File: src/include/sysctl_cfg.svh
`ifndef SYSCTL_CFG_SVH
`define SYSCTL_CFG_SVH
// register offsets (byte addresses on the plain port)
`define ADDR_SYSTEM_CONTROL 8'h09
`define ADDR_RESERVED_ZERO_A 8'h0A
`define ADDR_OFFSET_CAL_LOW 8'h0B
`define ADDR_OFFSET_CAL_HIGH 8'h0C
// reset values
`define RST_SYSTEM_CONTROL 8'h10
`define RST_RESERVED_ZERO_A 8'h00
`define RST_OFFSET_CAL_LOW 8'h00
`define RST_OFFSET_CAL_HIGH 8'h00
// reset levels of the registered controls: code 10 gives 8 samples, no burn-out source
`define RST_SAMPLE_COUNT 5'h08
`define RST_BURNOUT 4'h1
// field positions of system_control
`define MON_HI 7
`define MON_LO 5
`define CAL_HI 4
`define CAL_LO 3
`define TIMEOUT_BIT 2
`define CHECK_BIT 1
`define STATUS_BIT 0
// amplifier enable code needed by the temperature sensor
`define AMP_EN_ACTIVE 2'h1
// largest gain code legal for the temperature sensor (gain 4)
`define TEMP_GAIN_MAX 3'h2
`endif

File: src/include/sysctl_pkg.sv
package sysctl_pkg;
  typedef enum logic [2:0] {
    MON_OFF = 3'h0,
    MON_MID_SUPPLY = 3'h1,
    MON_TEMP = 3'h2,
    MON_ANALOG_SUPPLY = 3'h3,
    MON_DIGITAL_SUPPLY = 3'h4,
    MON_BURN_LOW = 3'h5,
    MON_BURN_MID = 3'h6,
    MON_BURN_HIGH = 3'h7
  } monitor_t;
  typedef enum logic [1:0] {
    AVG_1 = 2'h0,
    AVG_4 = 2'h1,
    AVG_8 = 2'h2,
    AVG_16 = 2'h3
  } avg_t;
  typedef enum logic [3:0] {
    BURN_NONE = 4'h1,
    BURN_SMALL = 4'h2,
    BURN_MEDIUM = 4'h4,
    BURN_LARGE = 4'h8
  } burn_t;
endpackage

File: src/hw/monitor_decode.sv
`timescale 1ns/10ps
`include "sysctl_cfg.svh"
// decodes the monitor selector into analog control levels
module monitor_decode (
  // selector and user settings
  input wire logic [2:0] monitor_source_select,
  input wire logic [2:0] user_gain,
  // decoded controls
  output logic inputs_to_mid_supply,
  output logic temp_sensor_route,
  output logic analog_supply_route,
  output logic digital_supply_route,
  output logic input_mux_open,
  output logic [2:0] effective_gain,
  output sysctl_pkg::burn_t burnout_select
);
  // one decode per selector code
  always_comb begin
    inputs_to_mid_supply = (monitor_source_select == sysctl_pkg::MON_MID_SUPPLY); // RULE1
    temp_sensor_route = (monitor_source_select == sysctl_pkg::MON_TEMP); // RULE2
    analog_supply_route = (monitor_source_select == sysctl_pkg::MON_ANALOG_SUPPLY); // RULE3
    digital_supply_route = (monitor_source_select == sysctl_pkg::MON_DIGITAL_SUPPLY); // RULE3
    input_mux_open = inputs_to_mid_supply | temp_sensor_route | analog_supply_route | digital_supply_route; // RULE6
    // supply monitors force unity gain, code zero
    if (analog_supply_route || digital_supply_route) begin
      effective_gain = 3'h0; // RULE5
    end else begin
      effective_gain = user_gain;
    end
    case (monitor_source_select)
      sysctl_pkg::MON_BURN_LOW: burnout_select = sysctl_pkg::BURN_SMALL; // RULE4
      sysctl_pkg::MON_BURN_MID: burnout_select = sysctl_pkg::BURN_MEDIUM; // RULE4
      sysctl_pkg::MON_BURN_HIGH: burnout_select = sysctl_pkg::BURN_LARGE; // RULE4
      default: burnout_select = sysctl_pkg::BURN_NONE;
    endcase
  end
endmodule // monitor_decode

File: src/hw/avg_count_decode.sv
`timescale 1ns/10ps
// turns the calibration averaging code into a sample count
module avg_count_decode (
  // code
  input wire logic [1:0] calibration_average_count,
  // samples to average
  output logic [4:0] sample_count
);
  // code to count
  always_comb begin
    case (calibration_average_count)
      sysctl_pkg::AVG_1: sample_count = 5'h01; // RULE8
      sysctl_pkg::AVG_4: sample_count = 5'h04; // RULE8
      sysctl_pkg::AVG_8: sample_count = 5'h08; // RULE8
      sysctl_pkg::AVG_16: sample_count = 5'h10; // RULE8
      default: sample_count = 5'h08;
    endcase
  end
endmodule // avg_count_decode

File: src/hw/adc_system_control_regs.sv
`timescale 1ns/10ps
`include "sysctl_cfg.svh"
// Overview of operation
// RULE1 - monitor selector bits 7:5 reset disabled; 001 shorts amplifier inputs to mid-supply
// RULE2 - code 010 routes temperature sensor, user gain; amplifier enable must be 01
// RULE3 - codes 011 and 100 measure analog and digital supply over four, unity gain
// RULE4 - codes 101, 110, 111 enable burn-out sources at three rising settings
// RULE5 - supply monitor codes force unity gain whatever the gain field holds
// RULE6 - mid-supply, temperature and supply selections open all input switches
// RULE7 - host keeps gain four or less while measuring temperature
// RULE8 - bits 4:3 pick 1, 4, 8 or 16 calibration samples, default code 10
// RULE9 - bit 2 enables serial timeout, resets to zero
// RULE10 - bit 1 appends check byte over result plus status byte, resets off
// RULE11 - bit 0 sends status byte before each result, resets off
// RULE12 - address 0Ah is reserved, reads 00h; host writes only 00h
// RULE13 - address 0Bh holds low offset byte, resets to zero
// RULE14 - system control sits at 09h and resets to 10h
// RULE15 - address 0Ch holds upper offset byte, joined with low byte
// RULE16 - read-write fields read back last write or reset value
module adc_system_control_regs (
  // clock and reset
  input wire logic sys_clk,
  input wire logic rst_n,
  // register port
  input wire logic [7:0] reg_addr,
  input wire logic [7:0] reg_wdata,
  input wire logic reg_write,
  input wire logic reg_read,
  output logic [7:0] reg_rdata,
  // user settings from neighbouring registers
  input wire logic [2:0] user_gain,
  input wire logic [1:0] amplifier_enable,
  // analog controls
  output logic inputs_to_mid_supply,
  output logic temp_sensor_route,
  output logic analog_supply_route,
  output logic digital_supply_route,
  output logic input_mux_open,
  output logic [2:0] effective_gain,
  output logic [3:0] burnout_select,
  // digital controls
  output logic [4:0] cal_sample_count,
  output logic timeout_enable,
  output logic check_byte_append,
  output logic status_byte_prepend,
  output logic [15:0] offset_correction_value,
  // configuration warnings
  output logic temp_config_error
);
  logic [7:0] sysctl_q;
  logic [7:0] ofs_low_q;
  logic [7:0] ofs_high_q;
  logic [7:0] rdata_d;
  logic mid_d;
  logic temp_d;
  logic asup_d;
  logic dsup_d;
  logic open_d;
  logic [2:0] gain_d;
  sysctl_pkg::burn_t burn_d;
  logic [4:0] count_d;
  logic wr_sys;
  logic wr_low;
  logic wr_high;

  // write decode
  assign wr_sys = reg_write && (reg_addr == `ADDR_SYSTEM_CONTROL); // RULE14
  assign wr_low = reg_write && (reg_addr == `ADDR_OFFSET_CAL_LOW); // RULE13
  assign wr_high = reg_write && (reg_addr == `ADDR_OFFSET_CAL_HIGH); // RULE15

  // system control register
  always_ff @(posedge sys_clk) begin
    if (!rst_n) begin
      sysctl_q <= `RST_SYSTEM_CONTROL; // RULE14
    end else if (wr_sys) begin
      sysctl_q <= reg_wdata; // RULE16
    end
  end

  // offset low byte
  always_ff @(posedge sys_clk) begin
    if (!rst_n) begin
      ofs_low_q <= `RST_OFFSET_CAL_LOW; // RULE13
    end else if (wr_low) begin
      ofs_low_q <= reg_wdata; // RULE16
    end
  end

  // offset high byte
  always_ff @(posedge sys_clk) begin
    if (!rst_n) begin
      ofs_high_q <= `RST_OFFSET_CAL_HIGH;
    end else if (wr_high) begin
      ofs_high_q <= reg_wdata; // RULE15
    end
  end

  // read mux; reserved and unmapped addresses read zero
  always_comb begin
    rdata_d = 8'h00;
    if (reg_read) begin
      case (reg_addr)
        `ADDR_SYSTEM_CONTROL: rdata_d = sysctl_q; // RULE16
        `ADDR_RESERVED_ZERO_A: rdata_d = `RST_RESERVED_ZERO_A; // RULE12
        `ADDR_OFFSET_CAL_LOW: rdata_d = ofs_low_q; // RULE16
        `ADDR_OFFSET_CAL_HIGH: rdata_d = ofs_high_q;
        default: rdata_d = 8'h00;
      endcase
    end
  end

  // read data stands one cycle after the strobe
  always_ff @(posedge sys_clk) begin
    if (!rst_n) begin
      reg_rdata <= 8'h00;
    end else begin
      reg_rdata <= rdata_d;
    end
  end

  // monitor selector decode
  monitor_decode i_monitor_decode (
    .monitor_source_select(sysctl_q[`MON_HI:`MON_LO]),
    .user_gain(user_gain),
    .inputs_to_mid_supply(mid_d),
    .temp_sensor_route(temp_d),
    .analog_supply_route(asup_d),
    .digital_supply_route(dsup_d),
    .input_mux_open(open_d),
    .effective_gain(gain_d),
    .burnout_select(burn_d)
  );

  // calibration averaging decode
  avg_count_decode i_avg_count_decode (
    .calibration_average_count(sysctl_q[`CAL_HI:`CAL_LO]),
    .sample_count(count_d)
  );

  // registered analog controls
  always_ff @(posedge sys_clk) begin
    if (!rst_n) begin
      inputs_to_mid_supply <= 1'b0;
      temp_sensor_route <= 1'b0;
      analog_supply_route <= 1'b0;
      digital_supply_route <= 1'b0;
      input_mux_open <= 1'b0;
      effective_gain <= 3'h0;
      burnout_select <= `RST_BURNOUT; // RULE4
    end else begin
      inputs_to_mid_supply <= mid_d; // RULE1
      temp_sensor_route <= temp_d; // RULE2
      analog_supply_route <= asup_d; // RULE3
      digital_supply_route <= dsup_d; // RULE3
      input_mux_open <= open_d; // RULE6
      effective_gain <= gain_d; // RULE5
      burnout_select <= burn_d; // RULE4
    end
  end

  // registered digital controls
  always_ff @(posedge sys_clk) begin
    if (!rst_n) begin
      cal_sample_count <= `RST_SAMPLE_COUNT; // RULE8
      timeout_enable <= 1'b0;
      check_byte_append <= 1'b0;
      status_byte_prepend <= 1'b0;
      offset_correction_value <= 16'h0000;
    end else begin
      cal_sample_count <= count_d; // RULE8
      timeout_enable <= sysctl_q[`TIMEOUT_BIT]; // RULE9
      check_byte_append <= sysctl_q[`CHECK_BIT]; // RULE10
      status_byte_prepend <= sysctl_q[`STATUS_BIT]; // RULE11
      offset_correction_value <= {ofs_high_q, ofs_low_q}; // RULE15
    end
  end

  // flags temperature setup the host got wrong
  always_ff @(posedge sys_clk) begin
    if (!rst_n) begin
      temp_config_error <= 1'b0;
    end else begin
      temp_config_error <= temp_d && ((amplifier_enable != `AMP_EN_ACTIVE) || (user_gain > `TEMP_GAIN_MAX)); // RULE2 RULE7
    end
  end
endmodule // adc_system_control_regs

File: config.mk
export PLATFORM = sky130hd
export DESIGN_NAME = adc_system_control_regs
export DESIGN_NICKNAME = d
export VERILOG_FILES = /design/src/include/sysctl_pkg.sv /design/src/hw/monitor_decode.sv /design/src/hw/avg_count_decode.sv /design/src/hw/adc_system_control_regs.sv
export VERILOG_INCLUDE_DIRS = /design/src /design/src/include
export SDC_FILE = /design/constraint.sdc
export NUM_CORES = 1
export LEC_CHECK = 0
export BUFFER_PORTS_ARGS = -buffer_cell sky130_fd_sc_hd__buf_2
export CAP_MARGIN = 20
export CORE_MARGIN = 3
export CORE_UTILIZATION = 32
export DETAILED_ROUTE_END_ITERATION = 8
export HOLD_SLACK_MARGIN = 0.02
export SLEW_MARGIN = 20
export SYNTH_ARGS = -nofsm -noshare
export SYNTH_HDL_FRONTEND = slang
export SYNTH_SLANG_ARGS = --single-unit
File: constraint.sdc
create_clock -name sys_clk -period 1.09 [get_ports sys_clk]
set_clock_uncertainty 0.1 [all_clocks]
set_input_delay 0.1635 -clock sys_clk [delete_from_list [all_inputs] [get_ports sys_clk]]
set_output_delay 0.1635 -clock sys_clk [all_outputs]
set_load 0.02 [all_outputs]
Word-level counts from Yosys, hierarchy flattened
Index checks and enable logic that the tools add are counted.

Word-level logic and storage cells: 48. Output and inout port bits: 45. Memories: 0. Memory bits (writable): 0. Bits in registers: 69. Memory bits (read-only): 0. Bits in latches: 0.

Multiplexer cells: 3. Add/subtract/negate cells: 0. Bitwise gates (word level): 4. $mul: 0. Reductions and logical operators: 9. Shift operators: 0. Equal/unequal tests: 14. Div/mod/pow operators: 0. Magnitude comparators: 1.

Operator list (count): equality test 8 x 4 -> 1 bit, second input constant (3); one-hot mux 8 bit (3 select lines) (1); one-hot mux 5 bit (4 select lines) (1); equality test 3 bit, second input constant (4); one-hot mux 4 bit (3 select lines) (1); equality test 3 x 2 -> 1 bit, second input constant (2); equality test 2 bit, second input constant (2); logical AND 1 bit (4); equality test 3 x 1 -> 1 bit, second input constant (1); greater-than comparator 3 x 2 -> 1 bit, second input constant (1); bitwise OR 1 bit (3); equality test 2 x 1 -> 1 bit, second input constant (1); logical NOT 2 bit (1); logical OR 1 bit (2); inequality test 2 x 1 -> 1 bit, second input constant (1); AND reduction 2 bit (1); OR reduction 2 bit (1); NOT 1 bit (1).

Longest topological paths before layout
Gate-level depths: netlist of run 1.

Depth after elaboration: 4. Gate-level depth with buffers: 5. Mapped depth without buffers: 3.

Cells and area by module
From an unflattened synthesis of run 1, not the netlist that was laid out.

Cell total of the unflattened synthesis: 229. Area total of the unflattened synthesis: 2433.6 um2.

By module, submodules not included: adc_system_control_regs (cells each 205, area an instance 2255.9 um2, times used 1); monitor_decode (cells each 18, area an instance 140.1 um2, times used 1); avg_count_decode (cells each 6, area an instance 37.5 um2, times used 1).

Worst setup path before layout of run 1
No wires, ideal clock.

Path type: flip-flop to flip-flop. Start point: register sysctl_q[5]. End point: register effective_gain[0]. Cell stages (with the launch flop): 5. Setup time: 0.125 ns. Arrival time: 0.950 ns. Slack: -0.084 ns. Cells stage by stage: dfxtp_1 clkbuf_1 o21a_1 o21ai_0 nor2_1.

Word-level cells in the longest chain between the ends: 3. Elaborated cells on any way between the ends: 4.

Ends and longest elaborated chain: start, declared (line adc_system_control_regs.sv:50) `logic [7:0] sysctl_q;`; start signal, assigned (line adc_system_control_regs.sv:74) `` sysctl_q <= `RST_SYSTEM_CONTROL; ``; start signal, assigned (line adc_system_control_regs.sv:76) `sysctl_q <= reg_wdata;`; equality test 3 x 2 -> 1 bit / equality test 3 bit (equally long branches) (line monitor_decode.sv:21, monitor_decode.sv:22); logical OR 1 bit * (line monitor_decode.sv:25) `if (analog_supply_route || digital_supply_route) begin`; OR reduction 2 bit (no line) *; end signal, assigned (line adc_system_control_regs.sv:156) `effective_gain <= gain_d;`; end, declared (line adc_system_control_regs.sv:39) `output logic [2:0] effective_gain,`.

Every way passes the cells marked *; elsewhere a longest branch is shown, timed or not. A chain may end at the register's enable or synchronous reset.

Worst setup path after layout of run 1
Start point: register burnout_select[3]. End point: output port burnout_select[3].

RTL lines: start, declared (line adc_system_control_regs.sv:40) `output logic [3:0] burnout_select,`; start signal, assigned (line adc_system_control_regs.sv:149) `` burnout_select <= `RST_BURNOUT; ``; start signal, assigned (line adc_system_control_regs.sv:157) `burnout_select <= burn_d;`.

No word-level cell between the ends.

==> results of run 1 <==
[per-layer routing]
layer | GRT usage, % | routed length, um | up-vias
met5 | 0 | 0 | -
met4 | 8.04 | 147 | 0
met3 | 4.14 | 269 | 12
met2 | 22.9 | 2710 | 52
met1 | 14.9 | 2180 | 834
li1 | - | - | 910
[cell type report]
| cell class | count | area [sq um] | share of cell area (%) |
|---|---|---|---|
| clock buffers | 9 | 124 | 3.64 |
| clock inverters | 7 | 91.3 | 2.68 |
| inverters | 23 | 86.3 | 2.54 |
| multi-input cells | 118 | 810 | 23.8 |
| flip-flops and latches | 68 | 1390 | 40.7 |
| well taps | 96 | 120 | 3.53 |
| repair buffers | 98 | 788 | 23.2 |
[power by group]
part | switching (mW) | internal (mW)
clock network | 0.943 | 1.28
registers | 0.00277 | 2.49
logic | 0.117 | 0.121
[cell families (layout without fill, tap and decap cells)]
kind of cell	after synthesis	count (layout)
AO/OA/AOI/OAI	15	15
buffers and inverters	34	137
flip-flops	68	68
multiplexers	32	32
other	1	1
AND/OR/NAND/NOR	70	70
[per-stage QoR]
stage | util [%] | TNS (ns) | power [mW] | worst slack [ns]
after detailed placement | 41.9 | -6.55 | 2.76 | -0.278
after global placement | 41.9 | -5.86 | 2.76 | -0.232
after floorplan | - | -0.532 | 2.65 | -0.0666
final | 49.3 | 0 | 4.95 | 0.0297
after CTS | 46.6 | 0 | 5.00 | 0.000374
after global routing | 49.3 | -0.133 | 5.15 | -0.0472
[path summary, 6_finish.rpt]
check | startpoint | end | slack [ns]
max | burnout_select[3]$_SDFF_PN0_ | burnout_select[3] | 0.03
min | amplifier_enable[1] | temp_config_error$_SDFF_PN0_ | 0.02
max reg2reg | sysctl_q[7]$_SDFFE_PN0P_ | reg_rdata[7]$_SDFF_PN0_ | 0.04
min reg2reg | sysctl_q[4]$_SDFFE_PN1P_ | cal_sample_count[2]$_SDFF_PN0_ | 0.35
[layout by cell type (no fill, tap or decap), drive strengths merged, types with 2 or more instances in the layout]
| cell type | Yosys | final |
|---|---|---|
| a22oi | 8 | 8 |
| and4bb | 2 | 2 |
| buf | 8 | 90 |
| bufinv | 0 | 2 |
| clkbuf | 3 | 9 |
| clkinv | 0 | 4 |
| dfxtp | 68 | 68 |
| dlygate4sd3 | 0 | 8 |
| inv | 23 | 23 |
| mux2 | 8 | 8 |
| mux2i | 24 | 24 |
| nand2 | 32 | 32 |
| nand2b | 3 | 3 |
| nand4 | 2 | 2 |
| nor2 | 20 | 20 |
| nor2b | 4 | 4 |
| nor3 | 2 | 2 |
| nor3b | 2 | 2 |
| o21ai | 2 | 2 |
[state kept, by name (all words and copies together) (netlist names)]
name,cells
temp_config_error,1
inputs_to_mid_supply,1
analog_supply_route,1
digital_supply_route,1
ofs_high_q,8
check_byte_append,1
timeout_enable,1
effective_gain,3
temp_sensor_route,1
ofs_low_q,8
status_byte_prepend,1
sysctl_q,8
burnout_select,4
input_mux_open,1
offset_correction_value,16
cal_sample_count,4
reg_rdata,8
[repair_timing]
action,CTS,global route
gates resized for setup,14,71
endpoints found under the setup margin,10,49
hold buffers,8,0
pin swaps,0,2
cloned,0,0
hold endpoints to repair,12,0
==> flow_summary.json, run 1 <==
{
  "die-area_sq_um": 8290,
  "antenna_found_initial": 0,
  "synthTopCellsByArea": "dfxtp_1 59%, mux2i_1 10%, nand2_1 5.2%, mux2_2 3.9%, inv_1 3.7%",
  "max-cap-violations": 0,
  "yosysMostFrequentCell": "dfxtp_1",
  "ioPinCount": 70,
  "dp_hpwl_mm": 3.74,
  "fin_crit_ns": 1.06,
  "synth_edf_count": 0,
  "critPathCaptureType": "output pin",
  "hold_viol": 0,
  "placed_cells": 395,
  "ant_nets": 0,
  "avgSynthCellArea_sq_um": 10.5,
  "hp-class": "primary input to flip-flop",
  "crit_path_start_kind": "flip-flop",
  "ys.flop_type": "dfxtp_1",
  "cts_htree_levels": 3,
  "grt_overflow_total": 0,
  "synthArstFlopShare_pct": 0,
  "worstSetupPathType": "flip-flop to output pin",
  "slowest_stage": "dfxtp_1",
  "dieHeight_um": 91.1,
  "cts.sinks": 68,
  "crit_buf_inv": 1,
  "start_util_pct": 33.5,
  "synth_area_sq_um": 2320,
  "antenna_cells": 0,
  "track_usage_pct": 13.5,
  "syn2layout_area_growth_pct": 47.0,
  "vdd_drop_max_uv": 639,
  "synth_xor_xnor_area_share_pct": 0,
  "grt_pass1_wl_mm": 8.78,
  "fin_hold_ws_ns": 0.0234,
  "synthMuxAreaShare_pct": 14.3,
  "place_area_sq_um": 2890,
  "viasPerCell": 4.32,
  "cts_tree": "built",
  "synth_fa_ha_area_share_pct": 0,
  "p_leak_nw": 1.67,
  "yosysWarningCount": 0,
  "critical-path-top-delay-family": "flip-flops",
  "wire_per_inst_um": 12.6,
  "ys_ff_latch": 68,
  "powerDensity_nw_per_um2": 1450,
  "crit_cells": 1,
  "drcViolationCount": 0,
  "nNetsFinal": 343,
  "cts_root_buf": "clkbuf_8",
  "synth_compound_area_share_pct": 4.54,
  "yosysSeqAreaShare_pct": 58.8,
  "setup_viol": 0,
  "routabilityCongestion": 0.762,
  "ff2ff_path_depth": 3,
  "status": "finished clean",
  "slew_violations": 0,
  "arrival_ns": 0.80,
  "drive_gt1_share_pct": 43.0,
  "drt_iter0_markers": 31,
  "yosysUniqueCellTypes": 32,
  "instances_no_fill": 419,
  "drt_pass1_iterations": 4,
  "fp.coreArea_sq_um": 6910,
  "clk_pin_slew_ns": 0.07,
  "synth_nets": 245,
  "grt_pass1_vias": 1877,
  "wirelength_mm": 5.30,
  "die_w_um": 91.1,
  "hold_depth": 3,
  "crit_fanout": 1,
  "clock.fmax_ghz": 0.943,
  "cts_setup_buffers": 0,
  "synthSimpleGateAreaFrac_pct": 15.2,
  "synth_top_area_share_pct": 58.8,
  "max_stage_delay_ns": 0.32,
  "design_area_sq_um": 3400,
  "std_cell_rows": 30,
  "grt_max_degree": 13,
  "syn-instance-count": 220,
  "clkLatencyLatePin_ns": 0.34,
  "vias": 1808,
  "timing.final.crit_share_pct": 97.3,
  "n_fill_cell": 655,
  "rsz0062_at_grt": "true",
  "synth_top_family_by_area": "simple AND/OR/NAND/NOR gates",
  "required_ns": 0.83,
  "synth_top_area_cell": "dfxtp_1",
  "cts_buffers": 9,
  "portBuffers": 68,
  "path_cells": "buf_4",
  "clk_path_buf_depth": 2,
  "synth_common_cells": "68 x dfxtp_1, 32 x nand2_1, 24 x mux2i_1, 23 x inv_1, 20 x nor2_1"
}
Power figures use the tool's default switching activity.
==> inputs of run 2 (changes only) <==
- CORE_ASPECT_RATIO: default -> 1.25
- CORE_UTILIZATION: 32 -> 45
- PLACE_DENSITY: default -> 0.74
==> run 2 against run 1 <==
Net effect:
- first-iteration DRC count up 3.2%
- setup slack gained 0.0042 ns
- via count decreased by 3.4%
- power is 9.8% lower
- sequential share of layout area up 2.9 points
- sequential cell count unchanged
- die area decreased by 27%
- sequential power about the same
- final cell count decreased by 9.5%
- routed wire length shrank 13%
- largest cell class unchanged
==> flow_summary.json, run 2 (synthesized netlist as in run 1, its figures left out) <==
{
  "clk_pin_slew_ns": 0.06,
  "dp_hpwl_mm": 3.39,
  "grt_max_degree": 16,
  "fin_hold_ws_ns": 0.0213,
  "portBuffers": 68,
  "drt_pass1_iterations": 4,
  "drt-met1-wl_mm": 1.95,
  "ant_nets": 0,
  "wirelength_mm": 4.63,
  "clk_path_buf_depth": 2,
  "slew_violations": 0,
  "design_area_sq_um": 3140,
  "place_ws_ns": -0.317,
  "vdd_drop_max_uv": 809,
  "antenna_found_initial": 0,
  "drcViolationCount": 0,
  "place_area_sq_um": 2850,
  "cts_setup_buffers": 0,
  "wl_met3_um": 317,
  "vias": 1746,
  "crit_path_start_kind": "primary input",
  "clock.fmax_ghz": 0.947,
  "hold_depth": 3,
  "routabilityCongestion": 0.805,
  "drive_gt1_share_pct": 38.6,
  "setup_viol": 0,
  "wire_per_inst_um": 12.2,
  "highest_layer": "met4",
  "cts_root_buf": "clkbuf_8",
  "syn2layout_area_growth_pct": 35.4,
  "powerDensity_nw_per_um2": 1420,
  "utilization_pct": 64.4,
  "clkLatencyLatePin_ns": 0.32,
  "nNetsFinal": 340,
  "track_usage_pct": 16.7,
  "crit_fanout": 8,
  "status": "finished clean",
  "fin_crit_ns": 1.06,
  "required_ns": 1.24,
  "hold_viol": 0,
  "max-cap-violations": 0,
  "cts.sinks": 68,
  "antenna_cells": 0,
  "fp.coreArea_sq_um": 4870,
  "grt_pass1_vias": 1806,
  "cts_htree_levels": 3,
  "cts_buffers": 9,
  "std_cell_rows": 28,
  "ioPinCount": 70,
  "wl_met2_mm": 2.33,
  "p_leak_nw": 1.62,
  "drt_iter0_markers": 32,
  "arrival_ns": 1.21,
  "dieHeight_um": 86.2,
  "hp-class": "primary input to flip-flop",
  "die-area_sq_um": 6050,
  "grt_pass1_wl_mm": 7.84,
  "die_w_um": 70.2,
  "critPathCaptureType": "flip-flop",
  "largest_reg_flops": 16,
  "largest-register": "offset_correction_value",
  "grt_overflow_total": 0,
  "layout_commonest_cell": "dfxtp_1",
  "timing.final.crit_share_pct": 96.9,
  "ff2ff_path_depth": 3,
  "worstSetupPathType": "primary input to flip-flop",
  "final_cell_mix": "65 x dfxtp_1, 51 x buf_2, 37 x buf_4",
  "cts_tree": "built",
  "viasPerCell": 4.61,
  "n_fill_cell": 402,
  "start_util_pct": 47.6,
  "fin_ws_ns": 0.0339
}
[run 2: changes by cell type in the layout (fill, tap and decap cells not counted), sizes merged]
cell / before / now
clkinvlp: 1 / 0
dlygate4sd3: 8 / 5
bufinv: 2 / 0
clkinv: 4 / 2
clkbuf: 9 / 13
[run 2: layout make-up]
cell class	count	area, sq um	area share (%)
Clock inverter	2	10.0	0.319
Tap cell	60	75.1	2.39
Clock buffer	13	159	5.07
Sequential cell	68	1370	43.6
Timing Repair Buffer	95	614	19.6
Inverter	23	86.3	2.75
Multi-Input combinational cell	118	825	26.3
[run 2: final timing paths]
kind         slack, ns                                     to                 startpoint
max               0.03               sysctl_q[4]$_SDFFE_PN1P_                reg_addr[5]
min reg2reg       0.35  offset_correction_value[7]$_SDFF_PN0_  ofs_low_q[7]$_SDFFE_PN0P_
max reg2reg       0.05                reg_rdata[7]$_SDFF_PN0_   sysctl_q[7]$_SDFFE_PN0P_
min               0.02           temp_config_error$_SDFF_PN0_        amplifier_enable[1]
[run 2: per-layer routing]
layer	vias to the layer above	global-route usage (%)
li1	899	-
met5	-	0
met2	60	28.5
met3	4	3.60
met1	783	18.7
met4	0	11.1
[run 2: through the flow]
step / power, mW / setup TNS, ns / std cells
2_1_floorplan: 2.65 / -0.532 / 220
3_3_place_gp: 2.75 / -5.51 / 359
3_5_place_dp: 2.76 / -6.40 / 359
4_1_cts: 4.52 / 0 / 379
5_1_grt: 4.66 / -0.0136 / 379
6_report: 4.47 / 0 / 379
[run 2: critical path, cell delays in order]
cell      delay [ns]
buf_2           0.12
and4bb_1        0.33
and4b_1         0.26
buf_12          0.15
mux2i_1         0.18
[run 2: repair_timing]
item,4_1_cts,5_1_grt
hold endpoints to repair,5,0
gates resized for setup,2,25
hold buffers,5,0
endpoints found under the setup margin,2,26
[run 2: report_power, final]
part | leakage [nW] | internal, mW | switching (mW)
Combinational | 0.980 | 0.108 | 0.117
Clock | 0.0893 | 0.931 | 0.818
Sequential | 0.550 | 2.49 | 0.00192
Total | 1.62 | 3.53 | 0.937
